==> src/aif_pkg.sv <==
// constants and types shared by the interrupt flag block
package aif_pkg;

   // ************************************************************
   // register map (apb byte addresses)
   // ************************************************************
   localparam logic [7:0] ADDR_CTRL     = 8'h00;
   localparam logic [7:0] ADDR_LOCK     = 8'h04;
   localparam logic [7:0] ADDR_CONV_LEN = 8'h08;
   localparam logic [7:0] ADDR_IRQ      = 8'h0c;
   localparam logic [7:0] ADDR_STATE    = 8'h10;

   // ************************************************************
   // control register fields and reset values
   // ************************************************************
   localparam int         CTRL_START_PULSE_EN = 0;
   localparam int         CTRL_PIN_MODE       = 1;
   localparam int         CTRL_BITSTREAM_SEL  = 2;
   localparam int         CTRL_AUTO_RELEASE   = 3;
   localparam int         CTRL_W              = 4;
   localparam logic [3:0] CTRL_RESET          = 4'h1;

   localparam logic [7:0] LOCK_KEY   = 8'ha5;
   localparam logic [7:0] LOCK_RESET = 8'ha5;

   localparam int          CONV_LEN_W     = 24;
   localparam logic [23:0] CONV_LEN_RESET = 24'h000100;

   // ************************************************************
   // timing, in modulator clock periods
   // ************************************************************
   localparam int STARTUP_DELAY_MODULATOR_CLOCK = 256;
   localparam int EARLY_RELEASE_MODULATOR_CLOCK = 16;
   localparam int START_PULSE_MODULATOR_CLOCK   = 2;

   // ************************************************************
   // flag vector, active low, and pin state bits
   // ************************************************************
   typedef struct packed {
      logic por_n;
      logic cfg_n;
      logic ready_n;
   } aif_flags_s;

   localparam logic [2:0] FLAGS_POWER_UP = 3'h3;
   localparam int         FLAGS_W        = 3;
   localparam int         STATE_W        = 5;

   typedef enum {ST_IDLE, ST_DELAY, ST_PULSE} aif_start_e;

endpackage : aif_pkg

==> src/aif_sync.sv <==
// two flip-flop synchroniser for pin inputs
`timescale 1ns/1ns
`default_nettype none

module aif_sync #(
   parameter int         W     = 1,
   parameter logic [W-1:0] RST = '0
) (
   // clock and reset
   input  wire logic         pclk,
   input  wire logic         presetn,
   // pins in, synchronised out
   input  wire logic [W-1:0] din,
   output var  logic [W-1:0] dout
);

   logic [W-1:0] stage1;

   always_ff @(posedge pclk or negedge presetn) begin
      if (!presetn) begin
         stage1 <= RST;
         dout   <= RST;
      end else begin
         stage1 <= din;
         dout   <= stage1;
      end
   end

endmodule : aif_sync

`default_nettype wire

==> src/aif_irq_flags.sv <==
// interrupt flag logic: status byte, interrupt register and interrupt pin
//
// The placing of the registers and the APB slave port were decided locally.
`timescale 1ns/1ns
`default_nettype none

// Notes on behaviour
// - data ready shows low in next status byte, high after it is sent
// - data ready clears register bit to 0; full read sets it back
// - data ready pulls the interrupt pin low at once
// - pin released at first sck fall of result read or 16 periods early
// - conversion start appears only on the pin, never in flags
// - start pulse enable gates the start event, default on
// - start event raised after 256 modulator periods start-up delay
// - start pulse returns the pin high by itself after fixed width
// - power-up shows low in first status byte, then high
// - power-up clears register bit to 0; full read restores it
// - supply monitor low holds the pin low
// - power pin assertion cleared only by cs fall with good supplies
// - power assertion forces pin low over the modulator bitstream
// - checksum mismatch raises the configuration error event
// - configuration error shows low in next status byte
// - configuration error clears register bit; full read restores it
// - pin mode 1 lets only power, configuration errors and the bitstream drive pin
// - configuration error holds pin until key written or restart
// - configuration error beats all but power, the bitstream included
// - status flags captured at address match, shifted every command
module aif_irq_flags #(
   parameter int START_DELAY = aif_pkg::STARTUP_DELAY_MODULATOR_CLOCK,
   parameter int PULSE_WIDTH = aif_pkg::START_PULSE_MODULATOR_CLOCK,
   parameter int LEN_W       = aif_pkg::CONV_LEN_W
) (
   // clock and reset
   input  wire logic               pclk,
   input  wire logic               presetn,
   // apb slave
   input  wire logic [7:0]         paddr,
   input  wire logic               psel,
   input  wire logic               penable,
   input  wire logic               pwrite,
   input  wire logic [31:0]        pwdata,
   output var  logic [31:0]        prdata,
   output logic                    pready,
   output logic                    pslverr,
   // pins from the host and supply monitors
   input  wire logic               sck,
   input  wire logic               cs_n,
   input  wire logic               avdd_ok,
   input  wire logic               dvdd_ok,
   // converter core, same clock
   input  wire logic               modulator_clock,
   input  wire logic               result_ready,
   input  wire logic               conv_start_req,
   input  wire logic               fast_restart,
   input  wire logic               cfg_checksum_error,
   input  wire logic               conversion_result_read,
   input  wire logic               addr_recognised,
   input  wire logic               status_byte_done,
   input  wire logic               modulator_bitstream_out,
   // outputs
   output var  aif_pkg::aif_flags_s status_flags,
   output var  logic               irq_n
);

   // ************************************************************
   // helpers
   // ************************************************************
   localparam int DLY_W = $clog2(START_DELAY + 1);
   localparam int PW_W  = $clog2(PULSE_WIDTH + 1);

   function automatic logic addr_mapped(input logic [7:0] a);
      if (a == aif_pkg::ADDR_CTRL) addr_mapped = 1'b1;
      else if (a == aif_pkg::ADDR_LOCK) addr_mapped = 1'b1;
      else if (a == aif_pkg::ADDR_CONV_LEN) addr_mapped = 1'b1;
      else if (a == aif_pkg::ADDR_IRQ) addr_mapped = 1'b1;
      else if (a == aif_pkg::ADDR_STATE) addr_mapped = 1'b1;
      else addr_mapped = 1'b0;
   endfunction : addr_mapped

   // an event always wins over the clear at the end of a read
   function automatic logic [2:0] flag_next(input logic [2:0] flag_n,
                                            input logic [2:0] ev,
                                            input logic [2:0] seen,
                                            input logic       done);
      flag_next = ~ev & (flag_n | ({3{done}} & ~seen));
   endfunction : flag_next

   // ************************************************************
   // pin synchronisers and edge detection
   // ************************************************************
   logic [3:0] pins_s;
   logic       sck_s;
   logic       cs_n_s;
   logic       supply_good;
   logic       sck_d;
   logic       cs_n_d;
   logic       sck_fall;
   logic       cs_fall;

   aif_sync #(.W(4), .RST(4'h2)) u_sync (
      .pclk    (pclk),
      .presetn (presetn),
      .din     ({dvdd_ok, avdd_ok, cs_n, sck}),
      .dout    (pins_s)
   );

   assign sck_s       = pins_s[0];
   assign cs_n_s      = pins_s[1];
   assign supply_good = pins_s[2] & pins_s[3];

   always_ff @(posedge pclk or negedge presetn) begin
      if (!presetn) begin
         sck_d  <= 1'b0;
         cs_n_d <= 1'b1;
      end else begin
         sck_d  <= sck_s;
         cs_n_d <= cs_n_s;
      end
   end

   assign sck_fall = sck_d & ~sck_s;
   assign cs_fall  = cs_n_d & ~cs_n_s;

   // ************************************************************
   // apb registers
   // ************************************************************
   logic [aif_pkg::CTRL_W-1:0] ctrl;
   logic [7:0]                 lock;
   logic [LEN_W-1:0]           conv_len;
   logic                       apb_setup;
   logic                       apb_access;
   logic                       wr_access;
   logic                       irq_rd_setup;
   logic                       irq_rd_done;
   logic                       key_write;
   logic                       start_en;
   logic                       pin_mode;
   logic                       bits_sel;
   logic                       auto_rel;

   assign apb_setup    = psel & ~penable;
   assign apb_access   = psel & penable;
   assign wr_access    = apb_access & pwrite & addr_mapped(paddr);
   assign irq_rd_setup = apb_setup & ~pwrite & (paddr == aif_pkg::ADDR_IRQ);
   assign irq_rd_done  = apb_access & ~pwrite & (paddr == aif_pkg::ADDR_IRQ);
   assign key_write    = wr_access & (paddr == aif_pkg::ADDR_LOCK)
                         & (pwdata[7:0] == aif_pkg::LOCK_KEY);
   assign pready       = 1'b1;
   assign pslverr      = apb_access & ~addr_mapped(paddr);

   assign start_en = ctrl[aif_pkg::CTRL_START_PULSE_EN];
   assign pin_mode = ctrl[aif_pkg::CTRL_PIN_MODE];
   assign bits_sel = ctrl[aif_pkg::CTRL_BITSTREAM_SEL];
   assign auto_rel = ctrl[aif_pkg::CTRL_AUTO_RELEASE];

   always_ff @(posedge pclk or negedge presetn) begin
      if (!presetn) begin
         ctrl     <= aif_pkg::CTRL_RESET;
         lock     <= aif_pkg::LOCK_RESET;
         conv_len <= aif_pkg::CONV_LEN_RESET;
      end else if (wr_access) begin
         if (paddr == aif_pkg::ADDR_CTRL) ctrl <= pwdata[aif_pkg::CTRL_W-1:0];
         else if (paddr == aif_pkg::ADDR_LOCK) lock <= pwdata[7:0];
         else if (paddr == aif_pkg::ADDR_CONV_LEN) conv_len <= pwdata[LEN_W-1:0];
      end
   end

   // ************************************************************
   // events feeding the two flag paths
   // ************************************************************
   logic [2:0] ev;
   logic [2:0] sb_flag_n;
   logic [2:0] sb_seen;
   logic [2:0] rg_flag_n;
   logic [2:0] rg_seen;

   // start request has no bit here: start is a pin-only event
   assign ev = {~supply_good, cfg_checksum_error, result_ready};

   // status byte path
   always_ff @(posedge pclk or negedge presetn) begin
      if (!presetn) begin
         sb_flag_n    <= aif_pkg::FLAGS_POWER_UP;
         sb_seen      <= '0;
         status_flags <= aif_pkg::FLAGS_POWER_UP;
      end else begin
         sb_flag_n <= flag_next(sb_flag_n, ev, sb_seen, status_byte_done);
         if (addr_recognised) begin
            status_flags <= sb_flag_n & ~ev;
            sb_seen      <= ev;
         end else begin
            sb_seen <= sb_seen | ev;
         end
      end
   end

   // interrupt register path, latched at read setup
   always_ff @(posedge pclk or negedge presetn) begin
      if (!presetn) begin
         rg_flag_n <= aif_pkg::FLAGS_POWER_UP;
         rg_seen   <= '0;
      end else begin
         rg_flag_n <= flag_next(rg_flag_n, ev, rg_seen, irq_rd_done);
         rg_seen   <= irq_rd_setup ? ev : (rg_seen | ev);
      end
   end

   // ************************************************************
   // data ready pin latch and early release counter
   // ************************************************************
   logic             dr_pin;
   logic [LEN_W-1:0] remain;
   logic             early_rel;

   always_ff @(posedge pclk or negedge presetn) begin
      if (!presetn) begin
         remain <= '0;
      end else if (result_ready) begin
         remain <= conv_len;
      end else if (modulator_clock && remain != '0) begin
         remain <= remain - LEN_W'(1);
      end
   end

   assign early_rel = auto_rel & (remain == LEN_W'(aif_pkg::EARLY_RELEASE_MODULATOR_CLOCK));

   always_ff @(posedge pclk or negedge presetn) begin
      if (!presetn) begin
         dr_pin <= 1'b0;
      end else if (result_ready) begin
         dr_pin <= 1'b1;
      end else if ((sck_fall && conversion_result_read) || early_rel) begin
         dr_pin <= 1'b0;
      end
   end

   // ************************************************************
   // conversion start pulse
   // ************************************************************
   aif_pkg::aif_start_e start_state;
   logic [DLY_W-1:0]    dly_cnt;
   logic [PW_W-1:0]     pw_cnt;
   logic                start_pin;

   always_ff @(posedge pclk or negedge presetn) begin
      if (!presetn) begin
         start_state <= aif_pkg::ST_IDLE;
         dly_cnt     <= '0;
         pw_cnt      <= '0;
      end else begin
         case (start_state)
            aif_pkg::ST_IDLE: begin
               dly_cnt <= '0;
               pw_cnt  <= '0;
               if (conv_start_req || fast_restart) start_state <= aif_pkg::ST_DELAY;
            end
            aif_pkg::ST_DELAY: begin
               if (modulator_clock) begin
                  dly_cnt <= dly_cnt + DLY_W'(1);
                  if (dly_cnt == DLY_W'(START_DELAY - 1)) begin
                     start_state <= aif_pkg::ST_PULSE;
                  end
               end
            end
            aif_pkg::ST_PULSE: begin
               if (modulator_clock) begin
                  pw_cnt <= pw_cnt + PW_W'(1);
                  if (pw_cnt == PW_W'(PULSE_WIDTH - 1)) begin
                     start_state <= aif_pkg::ST_IDLE;
                  end
               end
            end
            default: start_state <= aif_pkg::ST_IDLE;
         endcase
      end
   end

   assign start_pin = (start_state == aif_pkg::ST_PULSE) & start_en;

   // ************************************************************
   // power and configuration error pin latches
   // ************************************************************
   logic por_pin;
   logic crc_pin;

   always_ff @(posedge pclk or negedge presetn) begin
      if (!presetn) begin
         por_pin <= 1'b1;
      end else if (!supply_good) begin
         por_pin <= 1'b1;
      end else if (cs_fall) begin
         por_pin <= 1'b0;
      end
   end

   always_ff @(posedge pclk or negedge presetn) begin
      if (!presetn) begin
         crc_pin <= 1'b0;
      end else if (cfg_checksum_error) begin
         crc_pin <= 1'b1;
      end else if (key_write || fast_restart) begin
         crc_pin <= 1'b0;
      end
   end

   // ************************************************************
   // interrupt pin priority mux
   // ************************************************************
   always_ff @(posedge pclk or negedge presetn) begin
      if (!presetn) begin
         irq_n <= 1'b0;
      end else if (por_pin) begin
         irq_n <= 1'b0;
      end else if (crc_pin) begin
         irq_n <= 1'b0;
      end else if (bits_sel) begin
         irq_n <= modulator_bitstream_out;
      end else if (!pin_mode && (dr_pin || start_pin)) begin
         irq_n <= 1'b0;
      end else begin
         irq_n <= 1'b1;
      end
   end

   // ************************************************************
   // read data, loaded in the setup phase
   // ************************************************************
   logic [aif_pkg::STATE_W-1:0] pin_state;

   assign pin_state = {start_pin, dr_pin, crc_pin, por_pin, irq_n};

   always_ff @(posedge pclk or negedge presetn) begin
      if (!presetn) begin
         prdata <= '0;
      end else if (apb_setup && !pwrite) begin
         if (paddr == aif_pkg::ADDR_CTRL) prdata <= 32'(ctrl);
         else if (paddr == aif_pkg::ADDR_LOCK) prdata <= 32'(lock);
         else if (paddr == aif_pkg::ADDR_CONV_LEN) prdata <= 32'(conv_len);
         else if (paddr == aif_pkg::ADDR_IRQ) prdata <= 32'(rg_flag_n & ~ev);
         else if (paddr == aif_pkg::ADDR_STATE) prdata <= 32'(pin_state);
         else prdata <= '0;
      end
   end
endmodule : aif_irq_flags

`default_nettype wire

==> config.mk <==
export PLATFORM = sky130hd
export DESIGN_NAME = aif_irq_flags
export DESIGN_NICKNAME = d
export VERILOG_FILES = /design/src/aif_pkg.sv /design/src/aif_sync.sv /design/src/aif_irq_flags.sv
export SDC_FILE = /design/constraint.sdc
export NUM_CORES = 1
export LEC_CHECK = 0
export ABC_CLOCK_PERIOD_IN_PS = 3130
export CORE_MARGIN = 2
export CORE_UTILIZATION = 63
export CTS_CLUSTER_SIZE = 40
export DETAILED_ROUTE_END_ITERATION = 12
export DONT_BUFFER_PORTS = 1
export PLACE_DENSITY_LB_ADDON = 0.2
export SETUP_SLACK_MARGIN = 0.5
export SYNTH_ARGS = -nofsm -noshare
export SYNTH_HDL_FRONTEND = slang
export SYNTH_SLANG_ARGS = --single-unit
==> constraint.sdc <==
create_clock -name pclk -period 3.13 [get_ports pclk]
set_input_delay 0.1565 -clock pclk [delete_from_list [all_inputs] [get_ports pclk]]
set_output_delay 0.1565 -clock pclk [all_outputs]
set_load 0.02 [all_outputs]
# Word level (Yosys, flattened, before mapping)
# Index checks and enable logic that the tools add are counted.
word_totals:
  out_inout_bits: 38
  reg_bits: 164
op_classes:
  n_eq_ne: 17
  n_bitwise: 38
  addsub: 3
  n_reduce_logical: 24
  mux: 34
ops:
  columns: ["operator", "n"]
  rows:
  - ["$mux W32", 9]
  - ["$pmux W32 S3", 1]
  - ["$mux W24", 2]
  - ["$and A3 B32 Y32", 1]
  - ["$eq A32 B1 Y1 const B", 1]
  - ["$eq A32 B2 Y1 const B", 1]
  - ["$eq A32 B3 Y1 const B", 1]
  - ["$logic_not A32 Y1", 1]
  - ["$not A3 Y32", 1]
  - ["$eq A24 B5 Y1 const B", 1]
  - ["$reduce_bool A24 Y1", 1]
  - ["$sub A24 B1 Y24 const B", 1]
  - ["$pmux W9 S2", 1]
  - ["$and A1 B1 Y1", 16]
  - ["$eq A8 B4 Y1 const B", 2]
  - ["$and A3 B3 Y3", 5]
  - ["$mux W1", 15]
  - ["$or A3 B3 Y3", 4]
  - ["$ne A2 B2 Y1 const B", 5]
  - ["$reduce_bool A2 Y1", 5]
  - ["$add A9 B1 Y9 const B", 1]
  - ["$eq A9 B8 Y1 const B", 1]
  - ["$mux W9", 1]
  - ["$not A3 Y3", 3]
  - ["other kinds (19)", 36]

# Longest topological paths before layout
logic_depth:
  ltp_word: 12
  mapped_depth: 8
  ltp_nobuf: 8

# Cells and area by module
# Synthesis repeated with hierarchy kept, for this count alone.
hier_totals:
  hier_cells: 532
  hier_area_um2: 5876.9
by_module_without_submodules:
  columns: ["module", "cells_each", "seq_area_each_um2", "instances", "area_per_inst_um2"]
  rows:
  - ["aif_irq_flags", 524, 2970.3, 1, 5674.2]
  - ["aif_sync", 8, 202.7, 1, 202.7]

# Worst setup path before layout
# OpenSTA, ideal clock, no wires.
synth_timing:
  path_kind: "reg2reg"
  startpoint: "reg remain[15]"
  endpoint: "reg remain[3]"
  stages_incl_launch_ff: 8
  t_required_ps: 2999
  period_less_slack_ps: 2335
  slack_ps: 795
  arrival_time_ps: 2204
  cell_sequence: "dfrtp_1 or4_4 buf_6 or4_4 buf_6 o31ai_1 xor2_1 o21ai_1"
synth_between:
  elab_chain_cells: 3
synth_lines:
  columns: ["item", "line", "source"]
  rows:
  - ["start: declaration", "aif_irq_flags.sv:212", "logic [LEN_W-1:0] remain;"]
  - ["start signal: assignment", "aif_irq_flags.sv:219", "remain <= conv_len;"]
  - ["start signal: assignment", "aif_irq_flags.sv:221", "remain <= remain - LEN_W'(1);"]
  - ["$reduce_bool A24 Y1", "aif_irq_flags.sv:220", "end else if (modulator_clock && remain != '0) begin"]
  - ["$logic_and A1 B1 Y1", "aif_irq_flags.sv:220", null]
  - ["$reduce_bool A2 Y1 (no line)", null, null]
# Every way passes these cells.
# A chain may end at the register's enable or synchronous reset.

# Worst setup path in the final report
layout_timing:
  startpoint: "reg remain[0]"
  endpoint: "reg remain[5]"
layout_between:
  elab_chain_cells: 3
layout_lines:
  columns: ["item", "line"]
  rows:
  - ["$sub A24 B1 Y24 or $reduce_bool A24 Y1 (tied branches)", "aif_irq_flags.sv:221, aif_irq_flags.sv:220"]
  - ["$mux W24 or $logic_and A1 B1 Y1 (tied branches)", "aif_irq_flags.sv:220"]
  - ["$mux W24 or $reduce_bool A2 Y1 (tied branches)", null]
# Parallel ways exist; a longest one is shown, timed or not. The select of a mux whose other input is x is not followed.

==> impl_results.md <==
* CP arrival at 2.90 ns
* Main combinational cell family by area after synthesis: simple AND/OR/NAND/NOR gates
* Critical R2R Launch: remain[0]
* Fin Clk Skew at between 0.01 and 0.015 ns
* XOR/XNOR Fraction of Synth Area at 2.866%
* Drt pass-1 iters at 5
* Global-route wire length before repair at around 23 mm
* Pwr per Cell Area at 708.0 mW/mm²
* Endpoints failing setup at 0
* Pins Over Slew Limit at 0
* CTS sink count at around 130
* Core box area at 0.009109 mm²
* Setup CP Type: reg2reg
* Synthesized flop and latch total at 126
* CTS H-tree lvls at 4
* Crit Path Max Fanout at 14
* Reg2reg end: remain[5]
* Vias per cell at roughly 6.3
* Max transition margin at 45.70%
* Synthesized-area fraction occupied by adder cells at 1.078%
* Number of antenna violations at the first check in global routing at 1
* Final #Nets at 628
* Syn_area_per_cell at 11.21 µm²
* Worst hold slack at -0.6681 ns
* Total GRT Usage at 29.77%
* IO Pins at between 90 and 100
* RSZ-0062 raised after global routing: no
* CTS tree: built
* GPL Wtd Cong at between 0.8 and 0.9
* Sequential share of the synthesized area at between 50% and 60%
* Yosys cell types at 60
* Measured slew at the worst slew-check pin at roughly 0.81 ns
* Post-place setup slack at 0.6468 ns
* CP startpoint kind: flip-flop
* Type of the most critical hold path: in2async
* Leak at approximately 3.1 nW
* Register area at 0.003173 mm²
* Top FF cell, synth: dfrtp_1
* Most common cell after layout, fill and taps aside: dfrtp_1
* Maxcap violations at 0
* Post-synthesis simple-gate area fraction at 13.81%
* Post-synth top area share at 47.41%
* Finished layout cell area at 0.006949 mm²
* Post-synth EDFFs at 0
* Fmax at 0.3973 GHz
* DR WL/cell at 20.33 µm
* Root Driver: clkbuf_8
* Total grt overflow at 0
* Worst VDD drop at 0.4475 mV
* Commonest non-fill, non-tap cells in the layout: 110 x dfrtp_1, 48 x dlygate4sd3_1, 44 x mux2_2
* Final hold vios at 126
* Post-detail-place hpwl at 8.365 mm
* Ys Warns at 0
* Violated checks: negative hold slack
* Crit path capture type: flip-flop
* Die X at 100.0 µm
* Area grow syn2layout at 19.70%
* Min Tclk post-route at 2.517 ns
* Layout cell share with drive strength beyond 1 at 19.03%
* Hold_buf cts at 49
* DRC viols at 0
* Routed Antenna Nets at 0
* DR vias at 4381
* Total clock buffers created by CTS at 17
* Largest net degree at the start of global routing at 127
* Clk slew on worst S/H paths at 0.06 ns
* Reg-to-reg setup timing slack at 0.61 ns
* Vias in the first global route at 4419
* Die area at between 0.009 and 0.01 mm²
* First DRT Iteration DRCs at 281
* Synth Area in Compound Gates at 13.64%
* Final setup margin at 0.6128 ns
* Cell count after synthesis at between 500 and 600
* Synth area leader: dfrtp_1
* PortBufs at 0
* Reg2Reg Depth at 7
* Placed cell area at slightly below 0.006 mm²
* Core Rows at 35
* Max clock buf depth at 2
* Largest cells by area after synthesis: dfrtp_1 47%, mux2_2 8.5%, dfstp_2 7.2%
* Skew-Pair Late Insertion Delay at 0.52 ns
* Syn Std Cell Area at roughly 0.0058 mm²
* Initial Util at 63.74%
* Multi-input gate area at approximately 0.0024 mm²
* Status: finished with violations
* TNS Setup at 0 ns
* Die H at 100.0 µm
* Drt total wl at 14.03 mm
* Final period util at around 80%
* Ys async rst share at 100.0%
* Critical path required time at 3.51 ns
* Mux cell area share after synthesis at 9.569%
* Utilization after layout at approximately three quarters
* # fillers at 553
==> timing repair <==
item / CTS / global route
setup endpoints to repair: 0 / 1
hold endpoints to repair: 220 / 126
setup buffers: 0 / 0
resized for setup: 0 / 1
==> cell usage after synthesis (all sizes together) (3+ instances only) <==
| library cell | n |
|---|---|
| a22oi | 4 |
| nor4b | 4 |
| mux2 | 44 |
| a21o | 6 |
| xnor2 | 7 |
| nand3 | 7 |
| nor2 | 26 |
| nor3 | 16 |
| a22o | 21 |
| nor4 | 9 |
| or3 | 7 |
| dfstp | 16 |
| buf | 16 |
| dfrtp | 110 |
| nand4 | 5 |
| o31ai | 5 |
| nor2b | 4 |
| o2bb2ai | 3 |
| a31oi | 3 |
| nand2 | 43 |
| a31o | 3 |
| xor2 | 12 |
| o21ai | 34 |
| or4 | 7 |
| ha | 5 |
| inv | 18 |
| mux2i | 6 |
| nand2b | 7 |
| clkbuf | 17 |
| a21oi | 21 |
==> sequential cells by signal (all words and copies together), names as in the netlist <==
signal         flops
rg_flag_n          3
u_sync.dout        4
status_flags       3
pw_cnt             2
sck_d              1
sb_seen            3
prdata            24
u_sync.stage1      4
sb_flag_n          3
por_pin            1
irq_n              1
crc_pin            1
start_state        2
cs_n_d             1
lock               8
conv_len          24
remain            24
rg_seen            3
dly_cnt            9
dr_pin             1
ctrl               4
==> worst max path at each step <==
stage                    start  depth (start not counted)          to  slack [ns]
detailed placement   remain[0]                          7   remain[1]        0.65
floorplan           remain[15]                          7   remain[3]        0.79
CTS                  remain[2]                          5  remain[15]        0.59
global route         remain[0]                          7   remain[1]        0.54
global placement     remain[0]                          7   remain[1]        0.70
finish               remain[0]                          7   remain[5]        0.61
==> layout make-up <==
class,instances,area share [%]
timing repair buffer,54,7.742
clock buffer,19,6.068
tap,111,1.999
multi-input combinational,348,34.80
inverter,18,0.9723
clock inverter,13,2.719
sequential,126,45.66
antenna,1,0.03601
==> cell families (layout without fill, tap and decap cells) <==
kind of cell	Yosys count	count (layout)
compound gates	116	116
flops	126	126
fa+ha+maj	5	5
buf+inv	51	104
other cells	2	10
mux	50	50
simple gates	149	149
xor+xnor	19	19
==> critical path, cell delays in order, from the launching register on <==
cell     delay (ns)
dfrtp_1        0.39
inv_1          0.11
ha_1           0.16
or4b_1         0.49
or4_4          0.63
o21ai_0        0.32
xor2_1         0.20
o21ai_0        0.09
==> stage by stage <==
stage	instances	power (W)
2_1_floorplan	525	0.002664
3_3_place_gp	608	0.002752
3_5_place_dp	608	0.002793
4_1_cts	689	0.004901
5_1_grt	690	0.005117
6_report	690	0.004920
==> power by group <==
part / switching (W) / internal (W)
Sequential: 0.000185 / 0.00179
Clock: 0.000742 / 0.00130
Combinational: 0.000507 / 0.000398
==> per-layer routing <==
layer | global-route usage, % | vias to the layer above | routed length (µm) | part of all wire (%)
li1 | - | 1949 | - | -
met1 | 38.59 | 2227 | 5725 | 41
met2 | 48.44 | 177 | 7069 | 50
met3 | 9.053 | 28 | 966 | 6.9
met4 | 9.905 | 0 | 270 | 1.9
met5 | 0 | - | 0 | 0
Note: power is estimated with default switching activity, not from simulation.
